File: src/flash_prot_defines.svh
// Constants of the flash protection and security block
`ifndef FLASH_PROT_DEFINES_SVH
`define FLASH_PROT_DEFINES_SVH
`define FP_NUM_BLOCKS       6
`define FP_OFF_CTRL_STATUS  32'h40040520
`define FP_OFF_SECURITY     32'h40040500
`define FP_OFF_IRQ_STATUS   32'h40040524
`define FP_OFF_IRQ_MASK     32'h40040528
`define FP_OFF_STATE        32'h4004052C
`define FP_RDY_BIT          0
`define FP_PROT_LSB         16
`define FP_PROT_MSB         21
`define FP_GRP_HI_BIT       18
`define FP_GRP_LO_BIT       17
`define FP_IDSEL_HI_BIT     15
`define FP_IDSEL_LO_BIT     14
`define FP_CMD_PAGE_HI      8'h54
`define FP_CMD_PAGE_LO      8'h55
`define FP_GROUP0_MASK      6'h0F
`define FP_GROUP1_MASK      6'h30
`define FP_SEC_RESET        1'b1
// Identification codes and default operation length in cycles: arbitrary values
`define FP_MAKER_CODE       8'h3C
`define FP_DEVICE_CODE      8'h4D
`define FP_MACRO_CODE       8'h21
`define FP_OP_CYCLES        16'h0040
`endif

File: src/flash_prot_pkg.sv
// Types of the flash protection and security block
package flash_prot_pkg;
  typedef enum logic [1:0] {MODE_SINGLE_CHIP, MODE_SINGLE_BOOT, MODE_WRITER} boot_mode_t;
  typedef enum logic [2:0] {OP_NONE, OP_PROGRAM, OP_ERASE, OP_PB_PROGRAM, OP_PB_ERASE,
                            OP_ID_READ} flash_op_t;
  typedef struct packed {
    logic        valid;
    flash_op_t   op;
    logic [31:0] addr;
    logic [2:0]  block;
  } flash_cmd_t;
  typedef struct packed {
    logic        awvalid;
    logic [31:0] awaddr;
    logic        wvalid;
    logic [31:0] wdata;
    logic [3:0]  wstrb;
    logic        bready;
    logic        arvalid;
    logic [31:0] araddr;
    logic        rready;
  } axil_req_t;
  typedef struct packed {
    logic        awready;
    logic        wready;
    logic        bvalid;
    logic [1:0]  bresp;
    logic        arready;
    logic        rvalid;
    logic [31:0] rdata;
    logic [1:0]  rresp;
  } axil_rsp_t;
endpackage : flash_prot_pkg

File: src/flash_id_decode.sv
// Identification code lookup from the id select address
`timescale 1ns/1ns
`include "flash_prot_defines.svh"
module flash_id_decode (
  input  wire logic [1:0] i_id_select_address,
  output logic      [7:0] o_id_read_value
);
  import flash_prot_pkg::*;
  always_comb begin
    case (i_id_select_address)
      2'b00:   o_id_read_value = `FP_MAKER_CODE;
      2'b01:   o_id_read_value = `FP_DEVICE_CODE;
      2'b11:   o_id_read_value = `FP_MACRO_CODE;
      default: o_id_read_value = 8'h00;
    endcase
  end
endmodule : flash_id_decode

File: src/flash_axil_slave.sv
// AXI4-Lite slave front end: one write and one read at a time
`timescale 1ns/1ns
module flash_axil_slave (
  input  wire logic                     i_clk,
  input  wire logic                     i_rst_n,
  input  wire flash_prot_pkg::axil_req_t i_req,
  output flash_prot_pkg::axil_rsp_t     o_rsp,
  output logic                          o_wr_en,
  output logic [31:0]                   o_wr_addr,
  output logic [31:0]                   o_wr_data,
  output logic                          o_rd_en,
  output logic [31:0]                   o_rd_addr,
  input  wire logic [31:0]              i_rd_data,
  input  wire logic                     i_rd_ok,
  input  wire logic                     i_wr_ok
);
  import flash_prot_pkg::*;
  typedef struct packed {
    logic        aw_have;
    logic [31:0] awaddr;
    logic        w_have;
    logic [31:0] wdata;
    logic        bvalid;
    logic [1:0]  bresp;
    logic        rvalid;
    logic [31:0] rdata;
    logic [1:0]  rresp;
  } st_t;
  st_t s_q, s_d;
  logic wr_go, rd_go;
  assign wr_go     = s_q.aw_have && s_q.w_have && !s_q.bvalid;
  assign rd_go     = i_req.arvalid && !s_q.rvalid;
  assign o_wr_en   = wr_go;
  assign o_wr_addr = s_q.awaddr;
  assign o_wr_data = s_q.wdata;
  assign o_rd_en   = rd_go;
  assign o_rd_addr = i_req.araddr;
  always_comb begin
    s_d = s_q;
    if (i_req.awvalid && !s_q.aw_have) begin
      s_d.aw_have = 1'b1;
      s_d.awaddr  = i_req.awaddr;
    end
    if (i_req.wvalid && !s_q.w_have) begin
      s_d.w_have = 1'b1;
      s_d.wdata  = i_req.wdata;
    end
    if (wr_go) begin
      s_d.aw_have = 1'b0;
      s_d.w_have  = 1'b0;
      s_d.bvalid  = 1'b1;
      s_d.bresp   = i_wr_ok ? 2'h0 : 2'h2;
    end else if (s_q.bvalid && i_req.bready) begin
      s_d.bvalid = 1'b0;
    end
    if (rd_go) begin
      s_d.rvalid = 1'b1;
      s_d.rdata  = i_rd_data;
      s_d.rresp  = i_rd_ok ? 2'h0 : 2'h2;
    end else if (s_q.rvalid && i_req.rready) begin
      s_d.rvalid = 1'b0;
    end
  end
  always_ff @(posedge i_clk or negedge i_rst_n) begin
    if (!i_rst_n) begin
      s_q <= '0;
    end else begin
      s_q <= s_d;
    end
  end
  always_comb begin
    o_rsp.awready = !s_q.aw_have;
    o_rsp.wready  = !s_q.w_have;
    o_rsp.bvalid  = s_q.bvalid;
    o_rsp.bresp   = s_q.bresp;
    o_rsp.arready = !s_q.rvalid;
    o_rsp.rvalid  = s_q.rvalid;
    o_rsp.rdata   = s_q.rdata;
    o_rsp.rresp   = s_q.rresp;
  end
endmodule : flash_axil_slave

File: src/flash_protection_security.sv
// Flash write/erase protection and security gating
`timescale 1ns/1ns
`include "flash_prot_defines.svh"
module flash_protection_security #(
  parameter int NUM_BLOCKS = `FP_NUM_BLOCKS,
  parameter logic [15:0] OP_CYCLES = `FP_OP_CYCLES
) (
  input  wire logic                       i_clk,
  input  wire logic                       i_rst_n,
  input  wire logic                       i_por_n,
  input  wire flash_prot_pkg::boot_mode_t i_boot_mode,
  input  wire flash_prot_pkg::flash_cmd_t i_cmd,
  input  wire logic                       i_op_fail,
  input  wire logic                       i_rom_rd,
  input  wire logic [31:0]                i_rom_rdata,
  output logic [31:0]                     o_rom_rdata,
  output logic                            o_cmd_accept,
  output logic                            o_cmd_refused,
  output logic [7:0]                      o_id_read_value,
  output logic                            o_debug_enable,
  output logic                            o_trace_enable,
  output logic                            o_security_active,
  input  wire flash_prot_pkg::axil_req_t  i_axil_req,
  output flash_prot_pkg::axil_rsp_t       o_axil_rsp,
  output logic                            o_irq
);
  import flash_prot_pkg::*;
  // Nonvolatile state, reset only by power-on
  typedef struct packed {
    logic [5:0] block_protect_bits;
    logic       security_enable_bit;
  } nv_t;
  typedef struct packed {
    logic        auto_op_ready;
    logic        failed;
    logic [15:0] busy_cnt;
    logic [1:0]  irq_status;
    logic [1:0]  irq_mask;
    logic [7:0]  id_q;
    logic [31:0] rom_q;
    logic        accept_q;
    logic        refuse_q;
  } st_t;
  nv_t nv_q, nv_d;
  st_t s_q, s_d;
  logic        wr_en, rd_en, rd_ok;
  logic [31:0] wr_addr, wr_data, rd_addr, rd_data;
  logic [7:0]  id_val;
  logic        secure, blk_prot, allowed, refused, done_ev;
  logic [5:0]  grp_mask;

  function automatic logic [5:0] group_mask(input logic [31:0] addr);
    case ({addr[`FP_GRP_HI_BIT], addr[`FP_GRP_LO_BIT]})
      2'b00:   group_mask = `FP_GROUP0_MASK;
      2'b01:   group_mask = `FP_GROUP1_MASK;
      default: group_mask = 6'h00;
    endcase
  endfunction : group_mask

  assign secure   = nv_q.security_enable_bit && (&nv_q.block_protect_bits);
  assign blk_prot = nv_q.block_protect_bits[i_cmd.block];
  assign grp_mask = group_mask(i_cmd.addr);

  always_comb begin
    allowed = 1'b0;
    if (i_cmd.valid && s_q.auto_op_ready && !s_q.failed) begin
      case (i_cmd.op)
        OP_PROGRAM, OP_ERASE: allowed = !secure && !blk_prot;
        OP_PB_PROGRAM:        allowed = !secure;
        OP_PB_ERASE:          allowed = 1'b1;
        OP_ID_READ:           allowed = !secure;
        default:              allowed = 1'b0;
      endcase
    end
  end
  assign refused = i_cmd.valid && !allowed;
  assign done_ev = !s_q.auto_op_ready && !s_q.failed && (s_q.busy_cnt == 16'h0001);

  flash_id_decode u_id (
    .i_id_select_address (i_cmd.addr[`FP_IDSEL_HI_BIT:`FP_IDSEL_LO_BIT]),
    .o_id_read_value     (id_val)
  );

  flash_axil_slave u_bus (
    .i_clk     (i_clk),
    .i_rst_n   (i_rst_n),
    .i_req     (i_axil_req),
    .o_rsp     (o_axil_rsp),
    .o_wr_en   (wr_en),
    .o_wr_addr (wr_addr),
    .o_wr_data (wr_data),
    .o_rd_en   (rd_en),
    .o_rd_addr (rd_addr),
    .i_rd_data (rd_data),
    .i_rd_ok   (rd_ok),
    .i_wr_ok   (1'b1)
  );

  always_comb begin
    rd_data = 32'h00000000;
    rd_ok   = 1'b1;
    case (rd_addr)
      `FP_OFF_CTRL_STATUS: begin
        rd_data[`FP_PROT_MSB:`FP_PROT_LSB] = nv_q.block_protect_bits;
        rd_data[`FP_RDY_BIT] = s_q.auto_op_ready;
      end
      `FP_OFF_SECURITY:   rd_data[0]   = nv_q.security_enable_bit;
      `FP_OFF_IRQ_STATUS: rd_data[1:0] = s_q.irq_status;
      `FP_OFF_IRQ_MASK:   rd_data[1:0] = s_q.irq_mask;
      `FP_OFF_STATE:      rd_data[0]   = secure;
      default:            rd_ok        = 1'b0;
    endcase
  end

  always_comb begin
    nv_d = nv_q;
    if (allowed) begin
      case (i_cmd.op)
        OP_PB_PROGRAM: nv_d.block_protect_bits[i_cmd.block] = 1'b1;
        OP_PB_ERASE: begin
          if (secure) begin
            nv_d.block_protect_bits  = 6'h00;
            nv_d.security_enable_bit = 1'b0;
          end else begin
            nv_d.block_protect_bits = nv_q.block_protect_bits & ~grp_mask;
          end
        end
        default: nv_d = nv_q;
      endcase
    end
    if (wr_en && wr_addr == `FP_OFF_SECURITY) begin
      nv_d.security_enable_bit = wr_data[0];
    end
  end

  always_comb begin
    s_d          = s_q;
    s_d.accept_q = allowed;
    s_d.refuse_q = refused;
    if (allowed && i_cmd.op == OP_ID_READ) begin
      s_d.id_q = id_val;
    end
    if (i_rom_rd) begin
      s_d.rom_q = (secure && i_boot_mode == MODE_WRITER) ?
                  {24'h000000, `FP_MAKER_CODE} : i_rom_rdata;
    end
    if (allowed && i_cmd.op != OP_ID_READ) begin
      s_d.auto_op_ready = 1'b0;
      s_d.busy_cnt      = OP_CYCLES;
    end else if (!s_q.auto_op_ready && !s_q.failed) begin
      if (i_op_fail) begin
        s_d.failed = 1'b1;
      end else if (s_q.busy_cnt == 16'h0001) begin
        s_d.auto_op_ready = 1'b1;
      end else begin
        s_d.busy_cnt = s_q.busy_cnt - 16'h0001;
      end
    end
    if (wr_en && wr_addr == `FP_OFF_IRQ_STATUS) begin
      s_d.irq_status = s_q.irq_status & ~wr_data[1:0];
    end
    if (wr_en && wr_addr == `FP_OFF_IRQ_MASK) begin
      s_d.irq_mask = wr_data[1:0];
    end
    if (done_ev) begin
      s_d.irq_status[0] = 1'b1;
    end
    if (refused) begin
      s_d.irq_status[1] = 1'b1;
    end
  end

  always_ff @(posedge i_clk or negedge i_por_n) begin
    if (!i_por_n) begin
      nv_q.block_protect_bits  <= 6'h00;
      nv_q.security_enable_bit <= `FP_SEC_RESET;
    end else begin
      nv_q <= nv_d;
    end
  end

  always_ff @(posedge i_clk or negedge i_rst_n) begin
    if (!i_rst_n) begin
      s_q               <= '0;
      s_q.auto_op_ready <= 1'b1;
    end else begin
      s_q <= s_d;
    end
  end

  assign o_security_active = secure;
  assign o_debug_enable    = !secure;
  assign o_trace_enable    = !secure;
  assign o_cmd_accept      = s_q.accept_q;
  assign o_cmd_refused     = s_q.refuse_q;
  assign o_id_read_value   = s_q.id_q;
  assign o_rom_rdata       = s_q.rom_q;
  assign o_irq             = |(s_q.irq_status & s_q.irq_mask);

  a_prot_refuse: assert property (@(posedge i_clk) disable iff (!i_rst_n)
    i_cmd.valid && (i_cmd.op == OP_PROGRAM) && blk_prot |=> o_cmd_refused)
    else $error("protected block program accepted");
  a_secure_def: assert property (@(posedge i_clk) disable iff (!i_rst_n)
    secure == (nv_q.security_enable_bit && (&nv_q.block_protect_bits)))
    else $error("security state wrong");
  a_debug_block: assert property (@(posedge i_clk) disable iff (!i_rst_n)
    secure |-> !o_debug_enable && !o_trace_enable)
    else $error("debug open while secure");
  a_secure_ignore: assert property (@(posedge i_clk) disable iff (!i_rst_n)
    secure && i_cmd.valid && i_cmd.op == OP_ERASE |=> !o_cmd_accept && $stable(nv_q))
    else $error("command taken while secure");
  a_pb_erase_all: assert property (@(posedge i_clk) disable iff (!i_rst_n)
    secure && allowed && i_cmd.op == OP_PB_ERASE |=> nv_q.block_protect_bits == 6'h00)
    else $error("secure erase left bits");
  a_group_erase: assert property (@(posedge i_clk) disable iff (!i_rst_n)
    !secure && allowed && i_cmd.op == OP_PB_ERASE && grp_mask == 6'h0F
    |=> nv_q.block_protect_bits[5:4] == $past(nv_q.block_protect_bits[5:4]))
    else $error("group erase hit other group");
  a_rom_mask: assert property (@(posedge i_clk) disable iff (!i_rst_n)
    i_rom_rd && secure && i_boot_mode == MODE_WRITER
    |=> o_rom_rdata == {24'h000000, `FP_MAKER_CODE})
    else $error("secure rom read leaked");
  a_pb_program: assert property (@(posedge i_clk) disable iff (!i_rst_n)
    allowed && i_cmd.op == OP_PB_PROGRAM |=> nv_q.block_protect_bits[$past(i_cmd.block)])
    else $error("protect bit not set");
  a_busy_flag: assert property (@(posedge i_clk) disable iff (!i_rst_n)
    s_q.failed |=> !s_q.auto_op_ready)
    else $error("ready after failure");
endmodule : flash_protection_security

File: config.mk
export PLATFORM = sky130hd
export DESIGN_NAME = flash_protection_security
export DESIGN_NICKNAME = d
export VERILOG_FILES = /design/src/flash_prot_pkg.sv /design/src/flash_id_decode.sv /design/src/flash_axil_slave.sv /design/src/flash_protection_security.sv
export VERILOG_INCLUDE_DIRS = /design/src /design/src/src
export SDC_FILE = /design/constraint.sdc
export NUM_CORES = 1
export LEC_CHECK = 0
export ABC_CLOCK_PERIOD_IN_PS = 2430
export BUFFER_PORTS_ARGS = -buffer_cell sky130_fd_sc_hd__buf_2
export CAP_MARGIN = 5
export CORE_MARGIN = 2
export CORE_UTILIZATION = 48
export DETAILED_ROUTE_END_ITERATION = 10
export PLACE_DENSITY = 0.82
export SLEW_MARGIN = 5
export SYNTH_ARGS = -nofsm -noshare
export SYNTH_HDL_FRONTEND = slang
export SYNTH_SLANG_ARGS = --single-unit
File: constraint.sdc
create_clock -name i_clk -period 2.43 [get_ports i_clk]
set_input_delay 0.486 -clock i_clk [delete_from_list [all_inputs] [get_ports i_clk]]
set_output_delay 0.486 -clock i_clk [all_outputs]
set_load 0.02 [all_outputs]
# [Yosys cells after proc, flatten, opt, wreduce, memory -nomap -nowiden]
# Index checks and enable logic that the tools add are counted.
[op_classes] bitwise=7 n_reduce_logical=54 n_lt_le_gt_ge=2 add_sub_neg=1 muxes=39 multipliers=0 eq_ne=21 div=0 shifts=0
[ops] op="32-bit by 31-bit == test with 1-bit output (second input constant)" n=8
[ops] op="33-bit 2-to-1 mux" n=2
[ops] op="16-bit 2-to-1 mux" n=3
[ops] op="32-bit 2-to-1 mux" n=1
[ops] op="6-bit case mux with 2 select lines" n=2
[ops] op="2-bit nonzero test" n=12
[ops] op="1-bit logical AND" n=21
[ops] op="7-bit case mux with 3 select lines" n=1
[ops] op="1-bit 2-to-1 mux" n=20
[ops] op="18-bit 2-to-1 mux" n=1
[ops] op="16-bit by 1-bit == test with 1-bit output (second input constant)" n=1
[ops] op="16-bit by 1-bit subtractor with 16-bit output (second input constant)" n=1
[ops] op="6-bit 2-to-1 mux" n=2
[ops] op="3-bit AND reduction" n=4
[ops] op="1-bit zero test" n=9
[ops] op="6-bit AND" n=1
[ops] op="3-bit by 2-bit == test with 1-bit output (second input constant)" n=2
[ops] op="3-bit == test (second input constant)" n=2
[ops] op="6-bit inverter" n=1
[ops] op="6-bit bitwise OR" n=1
[ops] op="6-bit AND reduction" n=1
[ops] op="2-bit OR reduction" n=3
[ops] op="1-bit case mux with 5 select lines" n=1
[ops] op="5-bit OR reduction" n=1
[ops] op="17 further kinds" n=23
[word_totals] output_inout_bits=87 latchBits=0 elab_cells=144 memories=0 reg_bits=149 input_bits=183 romBits=0 mem_bits_rw=0

# [Longest topological paths before layout]
# Gate-level depths: netlist of run 1.
[logic_depth] depth_word=9 depth_mapped=8 mapped_depth_nobuf=7

# [Modules after synthesis]
# A second synthesis of run 1 with hierarchy kept.
[unflattened] cells_unflattened=775 area_unflattened_um2=9136.3
[modules_own_cells] mod="flash_axil_slave" cells_each=362 area_each_um2=5205.0 seq_area_each_um2=2552.4 n_inst=1
[modules_own_cells] mod="flash_protection_security" cells_each=400 area_each_um2=3827.4 seq_area_each_um2=1779.2 n_inst=1
[modules_own_cells] mod="flash_id_decode" cells_each=13 area_each_um2=103.8 seq_area_each_um2=0.0 n_inst=1

# [Worst setup path before layout of run 1]
# No wires, ideal clock.
[synth_timing] path_kind="reg-to-reg" start="register nv_q[0] in the netlist's numbering" end="register s_q, in the netlist o_rom_rdata[0]" path_stages_with_launch=9 path_slack_ps=189 arrival_ps=2108 setup_ps=133 synth_period_minus_slack_ps=2241 t_required_ps=2297 n_path_buf=2 cell_sequence="dfstp_2 -> nand4_1 -> nor2_1 -> inv_1 -> o31a_1 -> buf_2 -> buf_2 -> nand2_1 -> o21ai_0"
[synth_between] elab_chain_cells=3
[synth_rtl] element="from (decl)" line_no="flash_protection_security.sv:44" text="nv_t nv_q, nv_d;"
[synth_rtl] element="from (signal assigned)" line_no="flash_protection_security.sv:178" text="nv_q <= nv_d;"
[synth_rtl] element="1-bit logical AND" line_no="flash_protection_security.sv:60" text="assign secure = nv_q.security_enable_bit && (&nv_q.block_protect_bits);"
[synth_rtl] element="via o_security_active" line_no="flash_protection_security.sv:22" text="output logic o_security_active,"
[synth_rtl] element="1-bit logical AND" line_no="flash_protection_security.sv:144" text="s_d.rom_q = (secure && i_boot_mode == MODE_WRITER) ?"
[synth_rtl] element="32-bit 2-to-1 mux" line_no="flash_protection_security.sv:144"
[synth_rtl] element="to (decl)" line_no="flash_protection_security.sv:45" text="st_t s_q, s_d;"
# The timed path passes the listed nets, and every way through them passes these cells.
# A chain may end at the register's enable or synchronous reset.

# [Worst setup path after layout of run 1]
[layout_timing] start="register nv_q[0] in the netlist's numbering" end="output port o_trace_enable"
[layout_between] elab_chain_cells=2
[layout_rtl] element="1-bit logical AND" line_no="flash_protection_security.sv:60"
[layout_rtl] element="1-bit zero test" line_no="flash_protection_security.sv:193" text="assign o_trace_enable = !secure;"
[layout_rtl] element="to (decl)" line_no="flash_protection_security.sv:21" text="output logic o_trace_enable,"
# No other way between the ends.

==> metrics.log, run 1 <==
INFO  metric groute.usage.overall = 0.2079
INFO  metric worst-setup-path-type = reg -> out
INFO  metric num_io_pins = 270
INFO  metric worst_slack = approximately 0.12 ns
INFO  metric post_synthesis_sequential_area_ratio = 0.4850
INFO  metric clkSinkCount = 115
INFO  metric yosysWarnings = 0
INFO  metric final.setup.tns = 0 ns
INFO  metric powerDensity = around 880 nW/um^2
INFO  metric total_switching_power = around 1.6 mW
INFO  metric fp.dieArea = between 10000 and 15000 um^2
INFO  metric yosysUniqueCellTypes = 66
INFO  metric synth-async-reset-ratio = 1.000
INFO  metric maximum_capacitance_violations = 0
INFO  metric tritoncts = built
INFO  metric grt_antenna_before_repair = 1
INFO  metric sw_frac_of_total = 0.2615
INFO  metric synth_flop_cell = dfrtp_1
INFO  metric dp_hpwl = 9.704 mm
INFO  metric design.core.area = between 10000 and 15000 um^2
INFO  metric finalClockSkew = ~0.0063 ns
INFO  metric finalHoldViolations = 0
INFO  metric syn2layout_area_growth = 20.92%
INFO  metric vias = between 4000 and 5000
INFO  metric timing_worst_slew_pin_value = between 0.9 and 1 ns
INFO  metric timing.fmax = about 430 MHz
INFO  metric detailedRoute.firstPassIterationCount = 4
INFO  metric yosys_register_bits = about 120
INFO  metric sequentialPowerShare = 0.406
INFO  metric grt_max_degree = between 100 and 150
INFO  metric worst_hold_path_type = in -> async
INFO  metric layout.core_utilization = 0.5953
INFO  metric timing.critical_path.required = 1.94 ns
INFO  metric timing.critical_path.slowest_cell_delay = between 0.5 and 0.6 ns
INFO  metric cts_buffers = 17
INFO  metric mean_cell_area_of_the_mapped_netlist = 10.24 um^2
INFO  metric worst_slew_margin_rel = 0.3410
INFO  metric crit_arrival = about 1.8 ns
INFO  metric syn_area = 5938 um^2
INFO  metric post_drt_wl_per_cell = approximately 14 um
INFO  metric drt_iter0_drc = 320
INFO  metric postSynthCellCount = 580
INFO  metric internal_power = ~4.7 mW
INFO  metric post-route-period-util = 0.9504
INFO  metric row_count = 40
INFO  metric fp.dieW = ~120 um
INFO  metric timing.final.setup_violations = 0
INFO  metric timing.critical_path.from_type = flip-flop
INFO  metric clkTransAtPathRegs = around 0.05 ns
INFO  metric timing.critical_path.slowest_stage_cell = dfstp_2
INFO  metric timing.critical_path.buf_inv = 3
INFO  metric critical-path-top-delay-family = flip-flops
INFO  metric cts.root.buffer_cell = clkbuf_16
INFO  metric finalNetCount = 908
INFO  metric cts_buffer_depth = 2
INFO  metric initial_standard_cell_utilization_of_the_core = 0.4923
INFO  metric path_cells = nand4_1 > nor2_1 > inv_1 > buf_4 > buf_2
INFO  metric critical_path.max_fanout = 6
INFO  metric place_ws = between 0.15 and 0.2 ns
INFO  metric clock_latency = around 0.41 ns
INFO  metric endpoint_kind = output pin
INFO  metric run_status = complete, no violations
INFO  metric gr-total-overflow = 0
INFO  metric post-route-drc-count = 0
INFO  metric viasPerCell = 4.953
INFO  metric grt_pass1_vias = approximately 4400
INFO  metric clockPowerShare = 0.414
INFO  metric final_max_slew_viol_count = 0
INFO  metric die_y = roughly 120 um
INFO  metric vdd.ir_drop.worst = 636.4 uV
INFO  metric finalWeightedCongestion = 0.8636
INFO  metric io_buffers = roughly 180
INFO  metric grt_pass1_wl = between 20 and 25 mm
INFO  metric leakage_power_of_the_design = 3.542 nW
INFO  metric combPwrFrac = 0.180
INFO  metric synth-edff-count = 0
INFO  metric finalWirelength = 13.03 mm
INFO  metric route.antenna.remaining_nets = 0
INFO  metric post-route-min-period = roughly 2.3 ns
INFO  metric post_route_cells_drive_above_1_share = 0.3740
INFO  metric grt_setup_unrepaired = no
INFO  metric r2r_setup_slack = 0.29 ns
INFO  metric cts_max_level = 4
## kinds of logic after synthesis
family | synth area share
AND/OR/NAND/NOR | 0.1439
buffers and inverters | 0.1452
flip-flops | 0.4850
AO/OA/AOI/OAI | 0.1102
multiplexers | 0.08470
XOR/XNOR | 0.01770
adder cells (fa/ha/maj) | 0.01264
other | 0.0006315
## registers in the layout, indices dropped and copies added, names as in the netlist
| register | count |
|---|---|
| o_rom_rdata | 32 |
| u_bus.o_wr_addr | 32 |
| s_q | 22 |
| u_bus.o_rsp | 11 |
| nv_q | 7 |
| o_id_read_value | 5 |
| u_bus.o_wr_data | 2 |
| u_bus.s_q | 2 |
| o_cmd_accept | 1 |
| o_cmd_refused | 1 |
## per-stage QoR
step / power, mW / std cells / area (um^2) / hold slack, ns
2_1_floorplan: 3.459 / 608 / 6043 / 0.1904
3_3_place_gp: 3.685 / 867 / 6543 / 0.3277
3_5_place_dp: 3.736 / 867 / 6543 / 0.3314
4_1_cts: 6.375 / 898 / 7178 / 0.1839
5_1_grt: 6.638 / 898 / 7178 / 0.1882
6_report: 6.307 / 899 / 7181 / 0.1146
## repair_timing
action,CTS,global route
endpoints found under the hold margin,6,0
gates resized for setup,0,0
endpoints found under the setup margin,0,0
hold buffers,1,0
buffers inserted,0,0
## power by group through the flow
stage | clock [mW] | sequential [mW] | combinational, mW
final | 2.61 | 2.56 | 1.13
after global routing | 2.75 | 2.62 | 1.26
after CTS | 2.66 | 2.56 | 1.15
after detailed placement | 0 | 2.59 | 1.14
after global placement | 0 | 2.57 | 1.11
after floorplan | 0 | 2.51 | 0.948
## synth_stat cells (4+ instances only)
| cell type | count | area [um^2] |
|---|---|---|
| mux2_2 | 38 | 427.9 |
| nor2b_1 | 8 | 50.05 |
| buf_2 | 4 | 20.02 |
| nor3_1 | 4 | 20.02 |
| o22a_1 | 4 | 35.03 |
| dfrtp_1 | 113 | 2828 |
| nand3b_1 | 5 | 37.54 |
| a31oi_1 | 5 | 31.28 |
| ha_1 | 6 | 75.07 |
| nand4_1 | 6 | 37.54 |
| nand3_1 | 6 | 30.03 |
| xnor2_1 | 11 | 96.34 |
| buf_4 | 80 | 600.6 |
| inv_1 | 43 | 161.4 |
| nand2_1 | 58 | 217.7 |
| nor2_1 | 30 | 112.6 |
| o21ai_0 | 37 | 185.2 |
| nor4_1 | 8 | 50.05 |
| nor4b_1 | 7 | 61.31 |
| a21oi_1 | 28 | 140.1 |
| clkbuf_1 | 6 | 22.52 |
| a211oi_1 | 5 | 37.54 |
## final timing paths
kind	startpoint	depth (start not counted)	to
min	i_rst_n	2	s_q[61]
min reg2reg	o_id_read_value[0]	2	o_id_read_value[0]
min in group i_clk	i_axil_req[0]	2	u_bus.o_rsp[34]
max reg2reg	nv_q[0]	6	o_rom_rdata[22]
max	nv_q[0]	5	o_trace_enable
max in group asynchronous	i_por_n	2	nv_q[0]
## cells in the final DEF (no fill, tap or decap), types with 6 or more instances in the layout
cell       instances
nor2b_1            7
a21oi_1           28
nor4_1             8
nand3_1            6
buf_4             10
nand2_1           58
clkbuf_16         17
nor2_1            30
dfrtp_1          113
nor4b_1            6
conb_1            29
mux2_2            38
nand4_1            6
xnor2_1           11
inv_1             43
o21ai_0           37
buf_2            177
ha_1               6
## metal layers
layer	global-route usage	wire [um]	up-vias	share of wire
met2	0.3031	5645	185	0.43
met5	0	0	-	0
li1	-	-	2166	-
met1	0.2819	5932	2083	0.46
met3	0.08540	1222	19	0.094
met4	0.07149	227	0	0.017
## area by class of cell
| class | instances | area [um^2] |
|---|---|---|
| inverters | 43 | 161.4 |
| fillers | 1069 | 4881 |
| diodes | 1 | 2.502 |
| repair buffers | 189 | 991.0 |
| clock buffers | 22 | 474.2 |
| clock inverters | 8 | 151.4 |
| flip-flops and latches | 115 | 2880 |
| multi-input cells | 353 | 2310 |
| well taps | 168 | 210.2 |
Power figures use the tool's default switching activity.
==> inputs of run 2 (changes only) <==
--- a/config.mk
+++ b/config.mk
@@ -6,13 +6,14 @@
 export SDC_FILE = /design/constraint.sdc
 export NUM_CORES = 1
 export LEC_CHECK = 0
+export ABC_AREA = 1
 export ABC_CLOCK_PERIOD_IN_PS = 2430
 export BUFFER_PORTS_ARGS = -buffer_cell sky130_fd_sc_hd__buf_2
 export CAP_MARGIN = 5
 export CORE_MARGIN = 2
 export CORE_UTILIZATION = 48
 export DETAILED_ROUTE_END_ITERATION = 10
-export PLACE_DENSITY = 0.82
+export PLACE_DENSITY_LB_ADDON = 0.15
 export SLEW_MARGIN = 5
 export SYNTH_ARGS = -nofsm -noshare
 export SYNTH_HDL_FRONTEND = slang
==> metrics.log, run 2 <==
INFO  metric mean_cell_area_of_the_mapped_netlist = 8.137 um^2 (-21%)
INFO  metric clkTransAtPathRegs = 0.05 ns (about the same)
INFO  metric route.antenna.remaining_nets = 0 (unchanged)
INFO  metric gr-total-overflow = 0 (unchanged)
INFO  metric crit_arrival = 1.75 ns (-0.07 ns)
INFO  metric groute.usage.overall = 0.2059 (-0.002028)
INFO  metric ys_top_cells_by_count = nand2_1, inv_1, dfrtp_1
INFO  metric timing.critical_path.slowest_stage_cell = dfstp_2
INFO  metric post_cts_resized = 0 (unchanged)
INFO  metric holdPathStages = 2
INFO  metric final_max_slew_viol_count = 0 (unchanged)
INFO  metric critical-path-top-delay-family = flip-flops
INFO  metric dp_hpwl = 10.04 mm (+3.5%)
INFO  metric worst_hold_path_type = in -> reg
INFO  metric yosys_register_bits = 115 (unchanged)
INFO  metric antennaDiodeCount = 0 (-1)
INFO  metric timing.critical_path.from_type = flip-flop
INFO  metric final_cell_mix = buf_2, nand2_1, inv_1, dfrtp_1, nor2_1
INFO  metric worst_slew_margin_rel = 0.6337 (+0.2927)
INFO  metric critical_path.reg2reg.startpoint = s_q[56]
INFO  metric final.setup.tns = 0 ns (unchanged)
INFO  metric yosysUniqueCellTypes = 38 (-42%)
INFO  metric detailedRoute.firstPassIterationCount = 4 (unchanged)
INFO  metric die_y = 118.2 um (+2.6%)
INFO  metric fin_cells = 1093 (+22%)
INFO  metric finalHoldViolations = 0 (unchanged)
INFO  metric yosys.area_share.xor_xnor = 0.01400 (-0.003702)
INFO  metric cts_buffer_depth = 2 (unchanged)
INFO  metric hold_ws = 0.2829 ns (+0.1684 ns)
INFO  metric synth_flop_cell = dfrtp_1
INFO  metric layout.core_utilization = 0.5897 (-0.005621)
INFO  metric vias = 5185 (+16%)
INFO  metric ff2ff_path_depth = 9 (+3)
INFO  metric synth-edff-count = 0 (unchanged)
INFO  metric cts_max_level = 4 (unchanged)
INFO  metric timing.hold.worst_endpoint = u_bus.o_rsp[38]
INFO  metric post-route-drc-count = 0 (unchanged)
INFO  metric viasPerCell = 4.744 (-4.2%)
INFO  metric grt_pass1_vias = 5238 (+20%)
INFO  metric timing.critical_path.slowest_cell_delay = 0.54 ns (-0.03 ns)
INFO  metric endpoint_kind = output pin
INFO  metric grt_max_degree = 83 (-24%)
INFO  metric finalNetCount = 1097 (+21%)
INFO  metric leakage_power_of_the_design = 4.119 nW (+16%)
INFO  metric hold_path_startpoint = i_axil_req[34]
INFO  metric worst-setup-path-type = reg -> out
INFO  metric timing.final.setup_violations = 0 (unchanged)
INFO  metric synth-simple-area-share = 0.2210 (+0.07705)
INFO  metric post_drt_wl_per_cell = 12.20 um (-16%)
INFO  metric worstReg2RegEnd = s_q[56]
INFO  metric path_cells = nand3_1 > nor3_4 > inv_1 > buf_2
INFO  metric placed_cells_incl_taps = 1059 (+22%)
INFO  metric fp.dieArea = 13970 um^2 (+5.2%)
INFO  metric fp.dieW = 118.2 um (+2.6%)
INFO  metric finalWeightedCongestion = 0.8436 (-2.3%)
INFO  metric io_buffers = 178 (unchanged)
INFO  metric yosysWarnings = 0 (unchanged)
INFO  metric timing.critical_path.required = 1.94 ns (about the same)
INFO  metric synth_fa_ha_area_frac = 0.01200 (-0.0006446)
INFO  metric n_fill_cell = 1153 (+7.9%)
INFO  metric initial_standard_cell_utilization_of_the_core = 0.4938 (+0.001505)
INFO  metric timing.fmax = 446.8 MHz (+3.2%)
INFO  metric postSynthCellCount = 769 (+33%)
INFO  metric syn2layout_area_growth = 19.42%
INFO  metric num_io_pins = 270 (unchanged)
INFO  metric finalClockSkew = 0.007811 ns (+0.001503 ns)
INFO  metric r2r_setup_slack = 0.58 ns (+0.29 ns)
INFO  metric critical_path.max_fanout = 6 (unchanged)
INFO  metric clkSinkCount = 115 (unchanged)
INFO  metric post_synthesis_sequential_area_ratio = 0.4603 (-0.02473)
INFO  metric design.core.area = 12670 um^2 (+5.1%)
INFO  metric synthMostInstantiatedCell = nand2_1
INFO  metric cts.root.buffer_cell = clkbuf_16
INFO  metric vdd.ir_drop.worst = 606.6 uV (-4.7%)
INFO  metric clock_latency = 0.41 ns (about the same)
INFO  metric synth-async-reset-ratio = 1.000 (unchanged)
INFO  metric post-route-min-period = 2.238 ns (-0.07137 ns)
INFO  metric maximum_capacitance_violations = 0 (unchanged)
INFO  metric finalWirelength = 13.33 mm (+2.3%)
INFO  metric post-synth-top-area-cell = dfrtp_1
INFO  metric synth.area.top_cells = dfrtp_1, buf_4, nand2_1
INFO  metric mostFrequentLayoutCell = buf_2
INFO  metric yosys.area.top_type_share = 0.4519 (-0.02428)
INFO  metric grt_antenna_before_repair = 0 (-1)
INFO  metric tritoncts = built
INFO  metric grt_pass1_wl = 23.29 mm (+9.0%)
INFO  metric synthMuxAreaShare = 0.04499 (-0.03971)
INFO  metric timing.critical_path.buf_inv = 2 (-1)
INFO  metric post_route_cells_drive_above_1_share = 0.2801 (-0.09384)
INFO  metric post-route-period-util = 0.9210 (-0.02937)
INFO  metric drt_iter0_drc = 196 (-39%)
INFO  metric row_count = 41 (+2.5%)
INFO  metric synth_compound_area_frac = 0.06919 (-0.04101)
INFO  metric powerDensity = 799.3 nW/um^2 (-9.0%)
INFO  metric cts_buffers = 17 (unchanged)
INFO  metric largest_family_of_logic_cells_by_synthesized_area = simple AND/OR/NAND/NOR gates
INFO  metric run_status = complete, no violations
INFO  metric grt_setup_unrepaired = no
INFO  metric syn_area = 6257 um^2 (+5.4%)
INFO  metric timing_worst_slew_pin_value = 0.5481 ns (-0.4404 ns)
==> run 2: changes by cell type after synthesis, moves of 8 or more <==
| cell | change |
|---|---|
| a21oi_1 | -10 |
| nand3_1 | +64 |
| mux2_2 | -13 |
| nor2_1 | +57 |
| nor2b_1 | -8 |
| inv_1 | +72 |
| nand2_1 | +69 |
==> run 2: how the worst max path moves through the flow <==
stage / slack, ns / depth (start not counted) / from / endpoint
global placement: 0.56 / 11 / nv_q[0] / s_q[61]
finish: 0.19 / 4 / nv_q[0] / o_trace_enable
CTS: 0.15 / 4 / nv_q[0] / o_debug_enable
global route: 0.04 / 4 / nv_q[0] / o_trace_enable
detailed placement: 0.55 / 11 / nv_q[0] / s_q[61]
floorplan: 0.56 / 4 / nv_q[0] / o_trace_enable
==> run 2: final cells by class <==
class | instances | area, um^2 | share of cell area
flip-flops and latches | 115 | 2880 | 0.3855
clock inverters | 8 | 75.07 | 0.01005
inverters | 118 | 445.4 | 0.05961
clock buffers | 24 | 501.7 | 0.06715
repair buffers | 188 | 985.9 | 0.1319
well taps | 172 | 215.2 | 0.02880
multi-input cells | 468 | 2369 | 0.3170
==> run 2: timing repair <==
item,4_1_cts,5_1_grt
hold buffers,2,0
setup buffers,0,0
hold endpoints to repair,32,0
==> run 2: logic make-up (layout without fill, tap and decap cells) <==
logic type | count (synthesis) | count (layout)
muxes | 25 | 25
adders and majority gates | 6 | 6
AOI/OAI and AO/OA | 80 | 80
buffers and inverters | 214 | 338
and+or+nand+nor | 318 | 318
DFF | 115 | 115
xor gates and xnor gates | 10 | 10
other | 1 | 29
==> run 2: routing by layer <==
metal,wire length (um),part of all wire,vias up,global-route usage
met5,0,0,-,0
met4,310,0.023,0,0.09488
met3,1039,0.078,20,0.07288
met2,6247,0.47,172,0.3277
met1,5735,0.43,2402,0.2505
li1,-,-,2591,-
==> run 2: report_power, final <==
group	internal, mW	switching (mW)
Combinational	0.476	0.618
Clock	1.53	0.842
Sequential	2.29	0.216
Total	4.30	1.68
==> run 2: metrics by stage <==
step                      instance area (um^2)  setup slack, ns  total power [mW]
after floorplan                           6362           0.5589             3.338
after global placement                    6875           0.5555             3.565
after detailed placement                  6875           0.5513             3.629
after CTS                                 7472           0.1509             6.041
after global routing                      7472          0.04088             6.323
final                                     7472           0.1919             5.972
